==> src/pkg/svs_pkg.sv <==
// shared constants and carriers for the stereo signalling sink end
// assumes a single 10 MHz clock and byte-wide link-side streams
package svs_pkg;

    // clock period in ns, kept for derived timing
    localparam int unsigned CLK_PERIOD_NS = 100;

    // burst identifiers for the two stereo lists (both bytes carried)
    localparam logic [15:0] SHORT_LIST_ID = 16'h0010;
    localparam logic [15:0] DETAILED_LIST_ID = 16'h0011;

    // burst layout byte offsets
    localparam logic [3:0] OFS_ID_HI = 4'h0;
    localparam logic [3:0] OFS_ID_LO = 4'h1;
    localparam logic [3:0] OFS_CHECKSUM = 4'h2;
    localparam logic [3:0] OFS_TOTAL = 4'h3;
    localparam logic [3:0] OFS_SEQ = 4'h4;
    localparam logic [3:0] OFS_NUM = 4'h5;
    localparam logic [3:0] OFS_DESC = 4'h6;
    localparam logic [3:0] MAX_PER_BURST = 4'h5;
    localparam logic [7:0] FIRST_SEQ = 8'h01;
    localparam int unsigned MAX_ENTRIES = 8;

    // descriptor low byte bit positions
    localparam int unsigned BIT_FRAME_SEQ = 0;
    localparam int unsigned BIT_OVER_UNDER = 1;
    localparam int unsigned BIT_SIDE_BY_SIDE = 2;

    // vendor info packet header and payload positions
    localparam logic [7:0] INFO_TYPE = 8'h81;
    localparam logic [7:0] INFO_VERSION = 8'h01;
    localparam logic [4:0] IDX_HB0 = 5'h00;
    localparam logic [4:0] IDX_HB1 = 5'h01;
    localparam logic [4:0] IDX_HB2 = 5'h02;
    localparam logic [4:0] IDX_PB1 = 5'h04;
    localparam logic [4:0] IDX_PB2 = 5'h05;
    localparam logic [4:0] IDX_PB3 = 5'h06;
    localparam logic [4:0] IDX_PB4 = 5'h07;
    localparam logic [4:0] MIN_INFO_LEN = 5'h04;
    // organization identifier: value arbitrary
    localparam logic [23:0] ORG_ID = 24'h123456;

    // format indicator and layout codes
    localparam logic [1:0] FMT_NONE = 2'h0;
    localparam logic [1:0] FMT_STEREO = 2'h1;
    localparam logic [3:0] LAYOUT_FRAME_SEQ = 4'h0;
    localparam logic [3:0] LAYOUT_OVER_UNDER = 4'h1;
    localparam logic [3:0] LAYOUT_SIDE_BY_SIDE = 4'h2;

    // fields without a good packet before the layout is dropped
    localparam logic [1:0] STALE_FIELDS = 2'h2;

    // active stereo indication as decoded from a good packet
    typedef struct packed {
        logic [1:0] fmt;
        logic [3:0] layout;
    } svs_mode_t;

    // current raster position, 1-based, and active extents
    typedef struct packed {
        logic [11:0] line_num;
        logic [11:0] active_lines;
        logic [11:0] pixel_num;
        logic [11:0] active_pixels;
    } svs_raster_t;

    typedef enum logic [1:0] {
        ST_IDLE,
        ST_LOAD,
        ST_SEND
    } svs_state_t;

endpackage

==> src/svs_sink.sv <==
// sink end of stereo signalling: answers the support request with
// checksummed bursts, decodes vendor info packets, assigns eyes
// assumes all inputs synchronous to clk; byte streams from a link layer
`timescale 1ns/1ps
module svs_sink (
    // clock and reset
    input wire logic clk,
    input wire logic rst_b,
    // user table of supported modes
    input wire logic tbl_we,
    input wire logic tbl_list,
    input wire logic [2:0] tbl_index,
    input wire logic [2:0] tbl_bits,
    input wire logic cnt_we,
    input wire logic [3:0] cnt_value,
    // request seen from the source
    input wire logic stereo_support_request,
    // outgoing burst bytes
    output logic burst_valid,
    output logic [7:0] burst_byte,
    output logic burst_last,
    input wire logic burst_ready,
    output logic burst_busy,
    // incoming vendor info packet bytes
    input wire logic pkt_valid,
    input wire logic pkt_first,
    input wire logic [7:0] pkt_byte,
    // video format selection
    input wire logic [7:0] video_format_code,
    input wire logic avi_present,
    input wire logic [7:0] measured_format,
    output logic [7:0] applied_format,
    // raster and eye assignment
    input wire logic field_start,
    input wire svs_pkg::svs_raster_t raster,
    output svs_pkg::svs_mode_t active_mode,
    output logic mode_valid,
    output logic pkt_good,
    output logic pkt_bad,
    output logic right_eye
);

    function automatic logic [7:0] sum8(input logic [7:0] a,
                                        input logic [7:0] b);
        sum8 = a + b;
    endfunction

    // descriptor table: two lists of low-byte support bits
    logic [2:0] tbl_q [2][svs_pkg::MAX_ENTRIES];
    logic [3:0] cnt_q [2];

    always_ff @(posedge clk or negedge rst_b)
    begin
        if (!rst_b)
        begin
            for (int l = 0; l < 2; l++)
            begin
                cnt_q[l] <= 4'h0;
                for (int e = 0; e < svs_pkg::MAX_ENTRIES; e++)
                    tbl_q[l][e] <= 3'h0;
            end
        end
        else
        begin
            if (tbl_we)
                tbl_q[tbl_list][tbl_index] <= tbl_bits;
            if (cnt_we)
                cnt_q[tbl_list] <= cnt_value;
        end
    end

    // burst generator state
    svs_pkg::svs_state_t state_q, state_d;
    logic list_q, list_d;
    logic [7:0] seq_q, seq_d;
    logic [3:0] base_q, base_d;
    logic [3:0] idx_q, idx_d;
    logic pend_q, pend_d;
    logic valid_q, valid_d;
    logic [7:0] byte_q, byte_d;
    logic last_q, last_d;

    logic [3:0] remain;
    logic [3:0] entries_in_burst;
    logic [3:0] blen;
    logic [15:0] cur_id;
    logic [7:0] cks;
    logic [7:0] bytes [16];

    always_comb
    begin
        remain = cnt_q[list_q] - base_q;
        // zero to five entries per burst, packed from the start
        entries_in_burst = (remain > svs_pkg::MAX_PER_BURST) ?
            svs_pkg::MAX_PER_BURST : remain;
        blen = svs_pkg::OFS_DESC + {entries_in_burst[2:0], 1'b0};
        cur_id = list_q ? svs_pkg::DETAILED_LIST_ID
                        : svs_pkg::SHORT_LIST_ID;
        for (int b = 0; b < 16; b++)
            bytes[b] = 8'h00;
        bytes[svs_pkg::OFS_ID_HI] = cur_id[15:8];
        bytes[svs_pkg::OFS_ID_LO] = cur_id[7:0];
        bytes[svs_pkg::OFS_TOTAL] = {4'h0, cnt_q[list_q]};
        bytes[svs_pkg::OFS_SEQ] = seq_q;
        bytes[svs_pkg::OFS_NUM] = {4'h0, entries_in_burst};
        for (int k = 0; k < 5; k++)
        begin
            // high byte and upper low bits stay zero
            if (4'(k) < entries_in_burst)
                bytes[7 + 2 * k] = {5'h00,
                    tbl_q[list_q][3'(base_q + 4'(k))]};
        end
        cks = 8'h00;
        for (int b = 0; b < 16; b++)
            cks = sum8(cks, bytes[b]);
        bytes[svs_pkg::OFS_CHECKSUM] = 8'h00 - cks;
    end

    always_comb
    begin
        state_d = state_q;
        list_d = list_q;
        seq_d = seq_q;
        base_d = base_q;
        idx_d = idx_q;
        pend_d = pend_q | stereo_support_request;
        valid_d = valid_q;
        byte_d = byte_q;
        last_d = last_q;
        unique case (state_q)
            svs_pkg::ST_IDLE:
            begin
                if (pend_q)
                begin
                    pend_d = stereo_support_request;
                    list_d = 1'b0;
                    seq_d = svs_pkg::FIRST_SEQ;
                    base_d = 4'h0;
                    state_d = svs_pkg::ST_LOAD;
                end
            end
            svs_pkg::ST_LOAD:
            begin
                idx_d = 4'h1;
                valid_d = 1'b1;
                byte_d = bytes[0];
                last_d = 1'b0;
                state_d = svs_pkg::ST_SEND;
            end
            svs_pkg::ST_SEND:
            begin
                if (burst_ready)
                begin
                    if (last_q)
                    begin
                        valid_d = 1'b0;
                        last_d = 1'b0;
                        if (remain > svs_pkg::MAX_PER_BURST)
                        begin
                            base_d = base_q + entries_in_burst;
                            seq_d = seq_q + 8'h01;
                            state_d = svs_pkg::ST_LOAD;
                        end
                        else if (!list_q)
                        begin
                            // even an empty list gets one burst
                            list_d = 1'b1;
                            base_d = 4'h0;
                            seq_d = svs_pkg::FIRST_SEQ;
                            state_d = svs_pkg::ST_LOAD;
                        end
                        else
                            state_d = svs_pkg::ST_IDLE;
                    end
                    else
                    begin
                        byte_d = bytes[idx_q];
                        last_d = (idx_q == blen - 4'h1);
                        idx_d = idx_q + 4'h1;
                    end
                end
            end
            default:
                state_d = svs_pkg::ST_IDLE;
        endcase
    end

    always_ff @(posedge clk or negedge rst_b)
    begin
        if (!rst_b)
        begin
            state_q <= svs_pkg::ST_IDLE;
            list_q <= 1'b0;
            seq_q <= 8'h00;
            base_q <= 4'h0;
            idx_q <= 4'h0;
            pend_q <= 1'b0;
            valid_q <= 1'b0;
            byte_q <= 8'h00;
            last_q <= 1'b0;
        end
        else
        begin
            state_q <= state_d;
            list_q <= list_d;
            seq_q <= seq_d;
            base_q <= base_d;
            idx_q <= idx_d;
            pend_q <= pend_d;
            valid_q <= valid_d;
            byte_q <= byte_d;
            last_q <= last_d;
        end
    end

    assign burst_valid = valid_q;
    assign burst_byte = byte_q;
    assign burst_last = last_q;
    assign burst_busy = (state_q != svs_pkg::ST_IDLE);

    // vendor info packet receiver
    logic [4:0] pidx_q, pidx_d;
    logic [4:0] plen_q, plen_d;
    logic [7:0] psum_q, psum_d;
    logic hdr_ok_q, hdr_ok_d;
    logic [23:0] org_q, org_d;
    logic [7:0] pb4_q, pb4_d;
    logic inpkt_q, inpkt_d;
    svs_pkg::svs_mode_t mode_q, mode_d;
    logic mvalid_q, mvalid_d;
    logic good_q, good_d;
    logic bad_q, bad_d;
    logic [1:0] fields_q, fields_d;
    logic [4:0] cur_idx;
    logic [7:0] new_sum;
    logic done;
    localparam logic [1:0] STALE_M1 = svs_pkg::STALE_FIELDS - 2'h1;

    always_comb
    begin
        cur_idx = pkt_first ? 5'h00 : pidx_q;
        new_sum = sum8(pkt_first ? 8'h00 : psum_q, pkt_byte);
        pidx_d = pidx_q;
        plen_d = plen_q;
        psum_d = psum_q;
        hdr_ok_d = pkt_first ? 1'b1 : hdr_ok_q;
        org_d = org_q;
        pb4_d = pb4_q;
        inpkt_d = inpkt_q | pkt_first;
        mode_d = mode_q;
        mvalid_d = mvalid_q;
        good_d = 1'b0;
        bad_d = 1'b0;
        fields_d = fields_q;
        done = 1'b0;
        if (pkt_valid && (inpkt_q || pkt_first))
        begin
            psum_d = new_sum;
            pidx_d = cur_idx + 5'h01;
            if (cur_idx == svs_pkg::IDX_HB0 &&
                pkt_byte != svs_pkg::INFO_TYPE)
                hdr_ok_d = 1'b0;
            if (cur_idx == svs_pkg::IDX_HB1 &&
                pkt_byte != svs_pkg::INFO_VERSION)
                hdr_ok_d = 1'b0;
            if (cur_idx == svs_pkg::IDX_HB2)
            begin
                plen_d = pkt_byte[4:0];
                if (pkt_byte[7:5] != 3'h0 ||
                    pkt_byte[4:0] < svs_pkg::MIN_INFO_LEN)
                    hdr_ok_d = 1'b0;
            end
            // identifier arrives low byte first
            if (cur_idx == svs_pkg::IDX_PB1)
                org_d[7:0] = pkt_byte;
            if (cur_idx == svs_pkg::IDX_PB2)
                org_d[15:8] = pkt_byte;
            if (cur_idx == svs_pkg::IDX_PB3)
                org_d[23:16] = pkt_byte;
            if (cur_idx == svs_pkg::IDX_PB4)
                pb4_d = pkt_byte;
            if (cur_idx > svs_pkg::IDX_HB2 &&
                cur_idx == plen_d + 5'h03)
                done = 1'b1;
        end
        if (done)
        begin
            inpkt_d = 1'b0;
            if (hdr_ok_d && new_sum == 8'h00 && org_d == svs_pkg::ORG_ID)
            begin
                good_d = 1'b1;
                fields_d = 2'h0;
                mode_d.fmt = pb4_d[1:0];
                mode_d.layout = pb4_d[5:2];
                mvalid_d = (pb4_d[1:0] == svs_pkg::FMT_STEREO) &&
                    (pb4_d[5:2] <= svs_pkg::LAYOUT_SIDE_BY_SIDE);
            end
            else
                bad_d = 1'b1;
        end
        // a bad packet in the same cycle must not swallow a field
        if (field_start && !good_d)
        begin
            // two fields with no good packet: drop the stereo mode
            if (fields_q == STALE_M1)
                mvalid_d = 1'b0;
            else
                fields_d = fields_q + 2'h1;
        end
    end

    always_ff @(posedge clk or negedge rst_b)
    begin
        if (!rst_b)
        begin
            pidx_q <= 5'h00;
            plen_q <= 5'h00;
            psum_q <= 8'h00;
            hdr_ok_q <= 1'b0;
            org_q <= 24'h000000;
            pb4_q <= 8'h00;
            inpkt_q <= 1'b0;
            mode_q <= '0;
            mvalid_q <= 1'b0;
            good_q <= 1'b0;
            bad_q <= 1'b0;
            fields_q <= 2'h0;
        end
        else
        begin
            pidx_q <= pidx_d;
            plen_q <= plen_d;
            psum_q <= psum_d;
            hdr_ok_q <= hdr_ok_d;
            org_q <= org_d;
            pb4_q <= pb4_d;
            inpkt_q <= inpkt_d;
            mode_q <= mode_d;
            mvalid_q <= mvalid_d;
            good_q <= good_d;
            bad_q <= bad_d;
            fields_q <= fields_d;
        end
    end

    assign active_mode = mode_q;
    assign mode_valid = mvalid_q;
    assign pkt_good = good_q;
    assign pkt_bad = bad_q;

    // format selection and eye assignment
    logic [7:0] fmt_q, fmt_d;
    logic eye_q, eye_d;

    always_comb
    begin
        fmt_d = (!avi_present || video_format_code == 8'h00) ?
            measured_format : video_format_code;
        eye_d = 1'b0;
        if (mvalid_q && mode_q.layout == svs_pkg::LAYOUT_OVER_UNDER)
            eye_d = raster.line_num >
                {1'b0, raster.active_lines[11:1]};
        else if (mvalid_q &&
                 mode_q.layout == svs_pkg::LAYOUT_SIDE_BY_SIDE)
            eye_d = raster.pixel_num >
                {1'b0, raster.active_pixels[11:1]};
    end

    always_ff @(posedge clk or negedge rst_b)
    begin
        if (!rst_b)
        begin
            fmt_q <= 8'h00;
            eye_q <= 1'b0;
        end
        else
        begin
            fmt_q <= fmt_d;
            eye_q <= eye_d;
        end
    end

    assign applied_format = fmt_q;
    assign right_eye = eye_q;

endmodule
==> config.mk <==
export PLATFORM = sky130hd
export DESIGN_NAME = svs_sink
export DESIGN_NICKNAME = d
export VERILOG_FILES = /design/src/pkg/svs_pkg.sv /design/src/svs_sink.sv
export SDC_FILE = /design/constraint.sdc
export NUM_CORES = 1
export LEC_CHECK = 0
export ABC_AREA = 1
export BUFFER_PORTS_ARGS = -buffer_cell sky130_fd_sc_hd__clkbuf_2
export CAP_MARGIN = 5
export CORE_MARGIN = 4
export CORE_UTILIZATION = 40
export CTS_CLUSTER_SIZE = 25
export DETAILED_ROUTE_END_ITERATION = 16
export GPL_ROUTABILITY_DRIVEN = 0
export GPL_TIMING_DRIVEN = 0
export SKIP_LAST_GASP = 1
export SLEW_MARGIN = 20
export SYNTH_ARGS = -nofsm -noshare
export SYNTH_HDL_FRONTEND = slang
export SYNTH_SLANG_ARGS = --single-unit
==> constraint.sdc <==
create_clock -name clk -period 6.2 [get_ports clk]
set_clock_uncertainty 0.15 [all_clocks]
set_input_delay 1.24 -clock clk [delete_from_list [all_inputs] [get_ports clk]]
set_output_delay 1.24 -clock clk [all_outputs]
set_load 0.1 [all_outputs]
======== After elaboration in Yosys (flattened, before gate mapping) ========
Cells that the tools add are included.
operators by class
  reduce and logical (&&, ||, !) cells .... 32
  shifts and indexed selects .............. 0
  add/subtract/negate cells ............... 24
  bitwise logic cells ..................... 11
  $lt $le $gt $ge ......................... 22
  multiply operators ...................... 0
  eq/ne operators ......................... 23
  divide/modulo/power cells ............... 0
  multiplexer cells ....................... 110
operator list
  operator                count
  $mux W24                5
  $mux W8                 14
  $add A8 B8 Y8           6
  $bwmux W48              1
  $mux W3                 16
  $mux W4                 12
  $bmux W3 S3             5
  $bmux W8 S4             1
  $mux W1                 32
  $pmux W8 S2             2
  $demux W24 S1           1
  $eq A24 B21 Y1 const B  1
  $ge A4 B4 Y1 const B    6
  $gt A12 B11 Y1          2
  $not A3 Y4              6
  $eq A5 B3 Y1 const B    4
  $logic_not A8 Y1        2
  $pmux W4 S2             2
  $mux W5                 3
  $mux W2                 7
  $logic_and A1 B1 Y1     12
  $mux W6                 2
  $ne A2 B2 Y1 const B    5
  $reduce_and A5 Y1       2
  other kinds (55)        73
storage, ports and cells
  RAM bits ................................ 0
  logic and storage cells ................. 264
  bits in read-only memories .............. 0
  memories kept ........................... 0
  bits in registers ....................... 156
  input bits .............................. 93
  bits in latches ......................... 0

======== Depth between registers and ports, before layout ========
Gate-level depths: netlist of run 1.
  depth after elaboration ................. 21
  depth in mapped cells ................... 35
  mapped depth without buffers ............ 33

======== Least setup slack after synthesis of run 1 ========
Ideal clock, no wire load.
  path type ............................... register to register
  from .................................... register list_q
  to ...................................... register byte_q[6], in the netlist burst_byte[6]
  slack ................................... 0.263 ns
  arrival time ............................ 5.719 ns
  setup time .............................. 0.068 ns
  required time ........................... 5.982 ns
  period minus slack after synthesis ...... 5.937 ns
  buffers on the path ..................... 2
  stages on the path, launching flop included .. 33
  cells stage by stage .................... dfrtp_1 > buf_6 > clkinv_2 > clkbuf_1 > nand2_1 > nand2_1 > inv_1 > ha_1 > inv_1 > fa_1 > xor2_1 > inv_1 > o21ai_0 > inv_1 > a21oi_1 > fa_1 > inv_1 > fa_1 > fa_1 > inv_1 > fa_1 > ha_1 > inv_1 > ha_1 > nand2_1 > o21ai_0 > and2_1 > nor2_1 > o21ai_0 > xnor2_1 > o31ai_1 > nand3_1 > nand2_1
on the way
  longest elaborated chain between the ends .. 21
RTL lines
  item                                                                    RTL line         source
  from (decl)                                                             svs_sink.sv:74   logic list_q, list_d;
  from (signal assigned)                                                  svs_sink.sv:205  list_q <= list_d;
  parallel branches: the longest is 13 deep, another holds $add A7 B8 Y8  --
  $add A8 B8 Y8 (*)                                                       svs_sink.sv:45   sum8 = a + b;
  $sub A1 B8 Y8 (*)                                                       svs_sink.sv:116  bytes[svs_pkg::OFS_CHECKSUM] = 8'h00 - cks;
  $bmux W8 S4 (*)                                                         svs_sink.sv:177  byte_d = bytes[idx_q];
  $mux W8 (not written as such) (*) (2 in a row)                          svs_sink.sv:177
  $mux W8 (*)                                                             svs_sink.sv:154  if (last_q)
  $mux W8 (*)                                                             svs_sink.sv:152  if (burst_ready)
  $pmux W8 S2 (*)                                                         svs_sink.sv:130  unique case (state_q)
  to (signal assigned)                                                    svs_sink.sv:211  byte_q <= byte_d;
  to (decl)                                                               svs_sink.sv:80   logic [7:0] byte_q, byte_d;
Mark *: on every way between the ends. The select of a mux whose other input is x is not followed.
A chain may end at the register's enable or synchronous reset.

======== Worst setup path in the final report of run 1 ========
Same ends and word-level chain as after synthesis.

==> out/results.txt, run 1 <==
outcome: finished clean
Inst Count DP: 1962
CP required: 6.42 ns
delay of the slowest critical-path stage: 0.52 ns
met1 Use GR: 25.8%
area of the mapped netlist: 0.0109 sq mm
Hold Violations, Final: 0
vias per inst: 4.98
GRT Max-Usage Layer: met2
Synth area leader: dfrtp_1
first-pass GRT wire length: 48800 um
GRT Residual Overflow: 0
chip height: 173 um
drt pass-1 iters: 7
commonest non-fill, non-tap cells in the layout: 431 x nand2_1, 230 x inv_1, 153 x dfrtp_1
P&R area growth vs syn: 18.0%
row count: 60
Final HPWL DP: 22600 um
multi-input logic area: 0.00609 sq mm
Worst-path clk slew: 0.07 ns
core area: 0.0269 sq mm
most used cell, CP: inv_2
CP max-delay cell: fa_1
CP arrival: 6.19 ns
pin count of the biggest net entering global routing: 80
clk root buf: clkbuf_16
Cells after Synth: 1502
Rel. slew slack: 40.0%
HP Class: reg -> reg
max_cap viols: 0
Setup crit start kind: flop
crit path capture type: flop
fin crit period: 5.97 ns
# nets final: 1834
fmax: 167 MHz
Mean Syn Cell Area: 7.26 sq um
share of the synthesized area in the top cell type: 35.8%
Synthesized Nets: 1683
hold buffer count at CTS: 0
register bit total from synthesis: 156
Crit Path Class: reg -> reg
final setup fails: 0
H-tree Lvls: 4
DRC: 0
clock sinks: 156
commonest non-fill, non-tap cell in the layout: nand2_1
# diodes: 0
largest cells by area after synthesis: dfrtp_1 36%, nand2_1 15%, inv_1 8.2%
GRT met3 Usage: 3.32%
vias in the first global route: 9891
Ys Warns: 0
routed vias: 9990
insertion delay to the later sink of the worst-skew pair: 0.43 ns
Unique masters post-synth: 57
Total Die Area: 0.0300 sq mm
Worst Reg2Reg Path Length in Cells: 31
Initial Utilization: 40.6%
Detail Route Antenna Nets: 0
depth of the worst hold-timing path: 2
I/O pin count: 122
DP Worst Slack: -0.893 ns
Clock Path Buffers: 2
met2 usage: 34.1%
Avg WL per Cell: 14.5 um
Slew Viols, Final: 0
initial DRC count: 639
fraction of layout cells with a size suffix above 1: 15.7%
overall routing resource usage: 19.7%
FF/Latch Area: 0.00391 sq mm
total CTS buffers: 17
setup slack after layout: 0.225 ns
CTS tree: done
initial antenna violation count: 0
crit-path max FO: 6
final period utilization: 96.4%
Filler cells: 2713
post-synthesis sequential area ratio: 35.8%
port bufs: 118
worst slew pin tran: 0.892 ns
routed wire length: 29000 um
die width: 173 um
fin cells: 2007
repair_timing:
action | CTS | global route
gates cloned | 0 | 0
pin swaps | 5 | 26
setup endpoints to repair | 6 | 4
hold endpoints to repair | 0 | 0
resized for setup | 26 | 54
setup buffers | 6 | 10
per-stage QoR:
| stage | TNS [ns] | hold slack, ns | util (%) | area, sq um |
|---|---|---|---|---|
| finish | 0 | 0.323 | 47.9 | 12900 |
| global route | -0.0338 | 0.345 | 47.9 | 12900 |
| global placement | -3.16 | 0.303 | 44.4 | 11900 |
| detailed placement | -3.38 | 0.307 | 44.5 | 12000 |
| CTS | 0 | 0.330 | 47.2 | 12700 |
| floorplan | 0 | 0.288 | - | 10900 |
layout make-up:
| class | instances | share of cell area (%) |
|---|---|---|
| tap | 341 | 3.31 |
| clock buffer | 18 | 3.41 |
| buffer | 34 | 1.66 |
| clock inverter | 14 | 0.972 |
| multi-input combinational | 1066 | 47.3 |
| sequential | 156 | 30.4 |
| timing repair buffer | 135 | 5.83 |
| inverter | 243 | 7.16 |
worst max-delay path, delay by kind of cell, from the launching register on:
kind	cells	cell delay, ns
AO/OA/AOI/OAI	3	0.53
flip-flops	1	0.50
XOR/XNOR	2	0.32
buffers and inverters	10	0.82
AND/OR/NAND/NOR	8	0.70
adder cells (fa/ha/maj)	8	2.91
path summary, 6_finish.rpt:
| check | from | to | slack, ns |
|---|---|---|---|
| min in group asynchronous | rst_b | tbl_q[37] | 0.69 |
| min reg2reg | org_q[13] | org_q[13] | 0.32 |
| min | org_q[13] | org_q[13] | 0.32 |
| max in group asynchronous | rst_b | base_q[2] | 4.35 |
| max | list_q | burst_byte[6] | 0.23 |
| max reg2reg | list_q | burst_byte[6] | 0.23 |
cells in the mapped netlist (all sizes together):
master / number
a22oi: 3
buf: 8
o21a: 2
nor4: 1
a211oi: 2
a32o: 3
nor3b: 3
or2: 3
nand3: 110
a21o: 3
xnor2: 7
nand3b: 4
o41ai: 2
clkbuf: 29
and3: 1
o22ai: 4
nand4: 16
conb: 1
nor2: 108
o31ai: 4
nand2: 449
o221ai: 1
ha: 68
inv: 242
nor3: 18
fa: 20
a21oi: 49
o211ai: 5
clkinv: 1
dfrtp: 156
a21boi: 7
and2: 6
o21ai: 144
o21bai: 2
mux2i: 1
xor2: 15
a31oi: 4
kinds of logic after synthesis:
family,share of synthesized area (%)
AOI/OAI and AO/OA,12.0
xor gates and xnor gates,1.84
adders and majority gates,11.5
buffers and inverters,10.2
DFF,35.8
muxes,0.0918
other,0.0344
and+or+nand+nor,28.6
per-layer routing:
| metal | wire length [um] | vias to the layer above |
|---|---|---|
| li1 | - | 5103 |
| met5 | 0 | - |
| met4 | 474 | 0 |
| met1 | 13200 | 4647 |
| met2 | 14200 | 206 |
| met3 | 1210 | 34 |
flip-flops by register name (all words and copies together) (netlist names), 2 cells and up, named ones only:
signal and flops:
psum_q 8, seq_q 8, tbl_q 48, org_q 24, state_q 2, burst_byte 8, base_q 4, active_mode 6
idx_q 4, applied_format 8, pb4_q 6, pidx_q 5, cnt_q 8, plen_q 5
Power of run 1 is not shown: default switching activity piles up to over one toggle a cycle in this logic, so the estimate is an artifact.
==> inputs of run 2 (changes only) <==
- CTS_BUF_LIST: default -> sky130_fd_sc_hd__clkbuf_8
- SETUP_SLACK_MARGIN: default -> 0.3
==> run 2 against run 1 <==
Against the previous run: wire length grew 2.0%; maximum frequency grew 0.71%; setup slack gained 0.042 ns; critical path depth shrank 3; register-to-register slack gained 0.04 ns; via count grew 0.81%; first-iteration DRC count shrank 19%; die area is the same; final area grew 0.27%; sequential share of layout area shrank 0.092 points; non-clock buffer count grew 13.
==> out/results.txt, run 2 (synthesis results as in run 1) <==
fin crit period: 5.93 ns
CP arrival: 6.19 ns
Crit path max-delay family: adder cells
Crit Path Class: reg -> reg
Largest regs: tbl_q (48), org_q (24)
drt pass-1 iters: 5
Total Die Area: 0.0300 sq mm
core area: 0.0269 sq mm
Filler cells: 2748
max layer used: met4
FF/Latch Area: 0.00391 sq mm
row count: 60
commonest non-fill, non-tap cell in the layout: nand2_1
metal2 WL: 14600 um
M1 WL: 13400 um
Slew Viols, Final: 0
worst path bufs/invs: 6
port bufs: 118
total CTS buffers: 17
Detail Route Antenna Nets: 0
CP max-delay cell: fa_2
met3 routed WL: 1180 um
die width: 173 um
vias per inst: 4.99
delay of the slowest critical-path stage: 0.55 ns
Final HPWL DP: 22800 um
outcome: finished clean
max_cap viols: 0
HP Class: reg -> reg
Initial Utilization: 40.6%
fraction of layout cells with a size suffix above 1: 16.7%
H-tree Lvls: 4
reg2reg setup slack: 0.27 ns
Setup crit start kind: flop
I/O pin count: 122
RSZ-0062 raised after global routing: yes
clk root buf: clkbuf_8
max reg flops: 48
largest reg by FF count: tbl_q
Worst-path clk slew: 0.09 ns
Clock Path Buffers: 2
multi-input logic area: 0.00614 sq mm
Hold Violations, Final: 0
final setup fails: 0
DRC: 0
routed wire length: 29600 um
chip height: 173 um
overall routing resource usage: 19.7%
Rel. slew slack: 40.8%
crit-path max FO: 6
initial antenna violation count: 0
Avg WL per Cell: 14.7 um
crit path capture type: flop
pin count of the biggest net entering global routing: 82
first-pass GRT wire length: 48900 um
commonest non-fill, non-tap cells in the layout: 430 x nand2_1, 228 x inv_1, 154 x dfrtp_1
initial DRC count: 518
fin util: 48.0%
fmax: 169 MHz
P&R area growth vs syn: 18.4%
final period utilization: 95.7%
vias in the first global route: 10100
clock sinks: 156
insertion delay to the later sink of the worst-skew pair: 0.46 ns
worst slew pin tran: 0.880 ns
# nets final: 1847
CP required: 6.45 ns
CTS tree: done
GRT Residual Overflow: 0
routed vias: 10100
# diodes: 0
-- run 2: cell count changes in the layout (fill, tap and decap cells not counted), moves of 3 or more --
cell	delta
buf_4	+9
bufinv_16	+3
clkbuf_16	-16
clkbuf_2	+3
clkbuf_8	+18
inv_2	+3
inv_6	-3
inv_8	-3
nand2_2	-4
nand2_4	+5
-- run 2: worst reg2reg max path: cells and delay by family, from the launching register on --
kind	cells	cell delay, ns
AO/OA/AOI/OAI	3	0.48
XOR/XNOR	2	0.30
adder cells (fa/ha/maj)	8	2.97
buffers and inverters	6	0.61
flip-flops	1	0.45
AND/OR/NAND/NOR	9	0.92
-- run 2: per-layer routing --
metal,GRT usage (%),vias to the layer above
met1,25.5,4701
li1,-,5112
met3,3.21,37
met5,0,-
met2,34.5,221
met4,5.09,0
-- run 2: final timing paths --
kind	from	to	depth (start not counted)
setup / recovery	list_q	burst_byte[6]	28
hold / removal	org_q[6]	org_q[6]	2
setup reg to reg	list_q	burst_byte[6]	28
hold reg to reg	org_q[6]	org_q[6]	2
max in group asynchronous	rst_b	base_q[1]	2
min in group asynchronous	rst_b	tbl_q[30]	1
-- run 2: metrics by stage --
step                      setup WS (ns)  cells  TNS, ns  hold slack [ns]  instance area [sq um]
after floorplan                   0.336   1502        0            0.288                  10900
after global placement           -0.793   1961    -2.84            0.305                  11900
after detailed placement         -0.820   1962    -2.89            0.308                  12000
after CTS                         0.287   2017        0            0.330                  12800
after global routing             0.0758   2020        0            0.358                  12900
final                             0.267   2020        0            0.328                  12900
-- run 2: timing repair --
action / in CTS / in global routing
hold buffers: 0 / 0
gates resized for setup: 71 / 28
setup endpoints to repair: 7 / 5
setup buffers: 23 / 3
pin swaps: 28 / 34
-- run 2: area by class of cell --
| cell class | count | share of cell area [%] |
|---|---|---|
| multi-input combinational | 1066 | 47.6 |
| clock buffer | 19 | 2.03 |
| tap | 341 | 3.31 |
| buffer | 37 | 1.92 |
| inverter | 243 | 7.20 |
| timing repair buffer | 145 | 6.43 |
| sequential | 156 | 30.3 |
| clock inverter | 13 | 1.29 |
Power of run 2 is left out for the same reason.
==> inputs of run 3 (changes only) <==
- SETUP_SLACK_MARGIN: 0.3 -> 0.05
==> run 3 against run 2 <==
Against the previous run: count of clock-buffer cells in the layout down 1; die area unchanged; via count down 0.37%; sequential share of layout area up 0.36 points; hold slack better by 0.0035 ns; global-route usage down 0.096 points; final area down 1.2%; first-iteration DRC count up 37%; final cell count down 0.59%; largest cell class unchanged.
==> out/results.txt, run 3 (synthesis results as in run 1) <==
overall routing resource usage: 19.6%
met1 Use GR: 26.1%
routed wire length: 29100 um
clk root buf: clkbuf_8
multi-input logic area: 0.00614 sq mm
setup slack after layout: 0.234 ns
routed vias: 10000
total CTS buffers: 17
port bufs: 118
DRC: 0
commonest non-fill, non-tap cells in the layout: 430 x nand2_1, 225 x inv_1, 155 x dfrtp_1
final period utilization: 96.2%
HP Class: reg -> reg
die width: 173 um
met2 usage: 33.6%
FF/Latch Area: 0.00391 sq mm
# diodes: 0
DP Worst Slack: -0.893 ns
worst slew pin tran: 0.900 ns
max_cap viols: 0
clock sinks: 156
H-tree Lvls: 4
Final Cell Area: 0.0128 sq mm
outcome: finished clean
P&R area growth vs syn: 16.9%
vias in the first global route: 9868
insertion delay to the later sink of the worst-skew pair: 0.47 ns
chip height: 173 um
Slew Viols, Final: 0
Rel. slew slack: 39.4%
Clock Path Buffers: 2
Detail Route Antenna Nets: 0
max reg flops: 48
fin util: 47.4%
Final HPWL DP: 22600 um
Hold Violations, Final: 0
Total Die Area: 0.0300 sq mm
largest reg by FF count: tbl_q
Setup crit start kind: flop
vias per inst: 5.00
CP required: 6.46 ns
I/O pin count: 122
core area: 0.0269 sq mm
# nets final: 1835
Largest regs: tbl_q (48), org_q (24)
GRT met3 Usage: 3.39%
delay of the slowest critical-path stage: 0.53 ns
CP arrival: 6.23 ns
CP max-delay cell: fa_1
row count: 60
crit-path max FO: 7
CTS tree: done
first-pass GRT wire length: 48800 um
final setup fails: 0
final setup TNS: 0 ns
initial DRC count: 712
Avg WL per Cell: 14.5 um
crit path capture type: flop
Placed Area: 0.0120 sq mm
Filler cells: 2732
pin count of the biggest net entering global routing: 80
hold buffer count at CTS: 0
initial antenna violation count: 0
fin crit period: 5.97 ns
Initial Utilization: 40.6%
drt pass-1 iters: 6
commonest non-fill, non-tap cell in the layout: nand2_1
GRT Residual Overflow: 0
fraction of layout cells with a size suffix above 1: 16.0%
Worst-path clk slew: 0.10 ns
fmax: 168 MHz
GRT Max-Usage Layer: met2
RSZ-0062 raised after global routing: yes
Crit Path Class: reg -> reg
==> run 3: changes by cell type in the layout (fill, tap and decap cells not counted), moves of 2 or more <==
cell | previous run | this run
o21ai_1 | 11 | 9
bufinv_16 | 3 | 0
inv_1 | 228 | 225
inv_8 | 1 | 4
buf_4 | 24 | 12
nor2_1 | 95 | 97
o21ai_0 | 126 | 128
clkbuf_1 | 18 | 20
inv_6 | 2 | 5
nor2_2 | 5 | 3
==> run 3: final cells by class <==
class	instances	area share (%)
multi-input combinational	1066	48.2
sequential	156	30.6
inverter	243	7.25
timing repair buffer	133	5.80
tap	341	3.35
clock buffer	18	1.94
buffer	37	1.88
clock inverter	14	0.981
==> run 3: repair_timing <==
action                                 CTS  global route
setup buffers                            5             9
gates cloned                             0             0
pin swaps                                5            34
endpoints found under the hold margin    0             0
resized for setup                       30            67
setup endpoints to repair                7             5
==> run 3: worst paths after layout <==
path	from	end	slack, ns	cells after the start
worst max-delay path	list_q	burst_byte[6]	0.23	31
worst min-delay path	burst_byte[6]	burst_byte[6]	0.33	2
worst max register to register	list_q	burst_byte[6]	0.23	31
worst min register to register	burst_byte[6]	burst_byte[6]	0.33	2
max in group asynchronous	rst_b	org_q[10]	4.40	2
min in group asynchronous	rst_b	tbl_q[37]	0.65	1
==> run 3: through the flow <==
stage / std cells / hold slack, ns
floorplan: 1502 / 0.288
global placement: 1961 / 0.303
detailed placement: 1962 / 0.307
CTS: 1999 / 0.336
global route: 2008 / 0.353
finish: 2008 / 0.331
==> run 3: per-layer routing <==
layer,share of wire [%],up-vias
li1,-,5093
met1,46,4703
met2,48,203
met3,4.2,35
met4,1.5,0
met5,0,-
==> run 3: worst max-delay path: cells and delay by family (launching register included) <==
family	cells	cell delay, ns
AOI/OAI and AO/OA	3	0.53
xor gates and xnor gates	2	0.30
and+or+nand+nor	9	0.90
DFF	1	0.42
buffers and inverters	9	0.77
adders and majority gates	8	2.82
Power of run 3 is left out for the same reason.
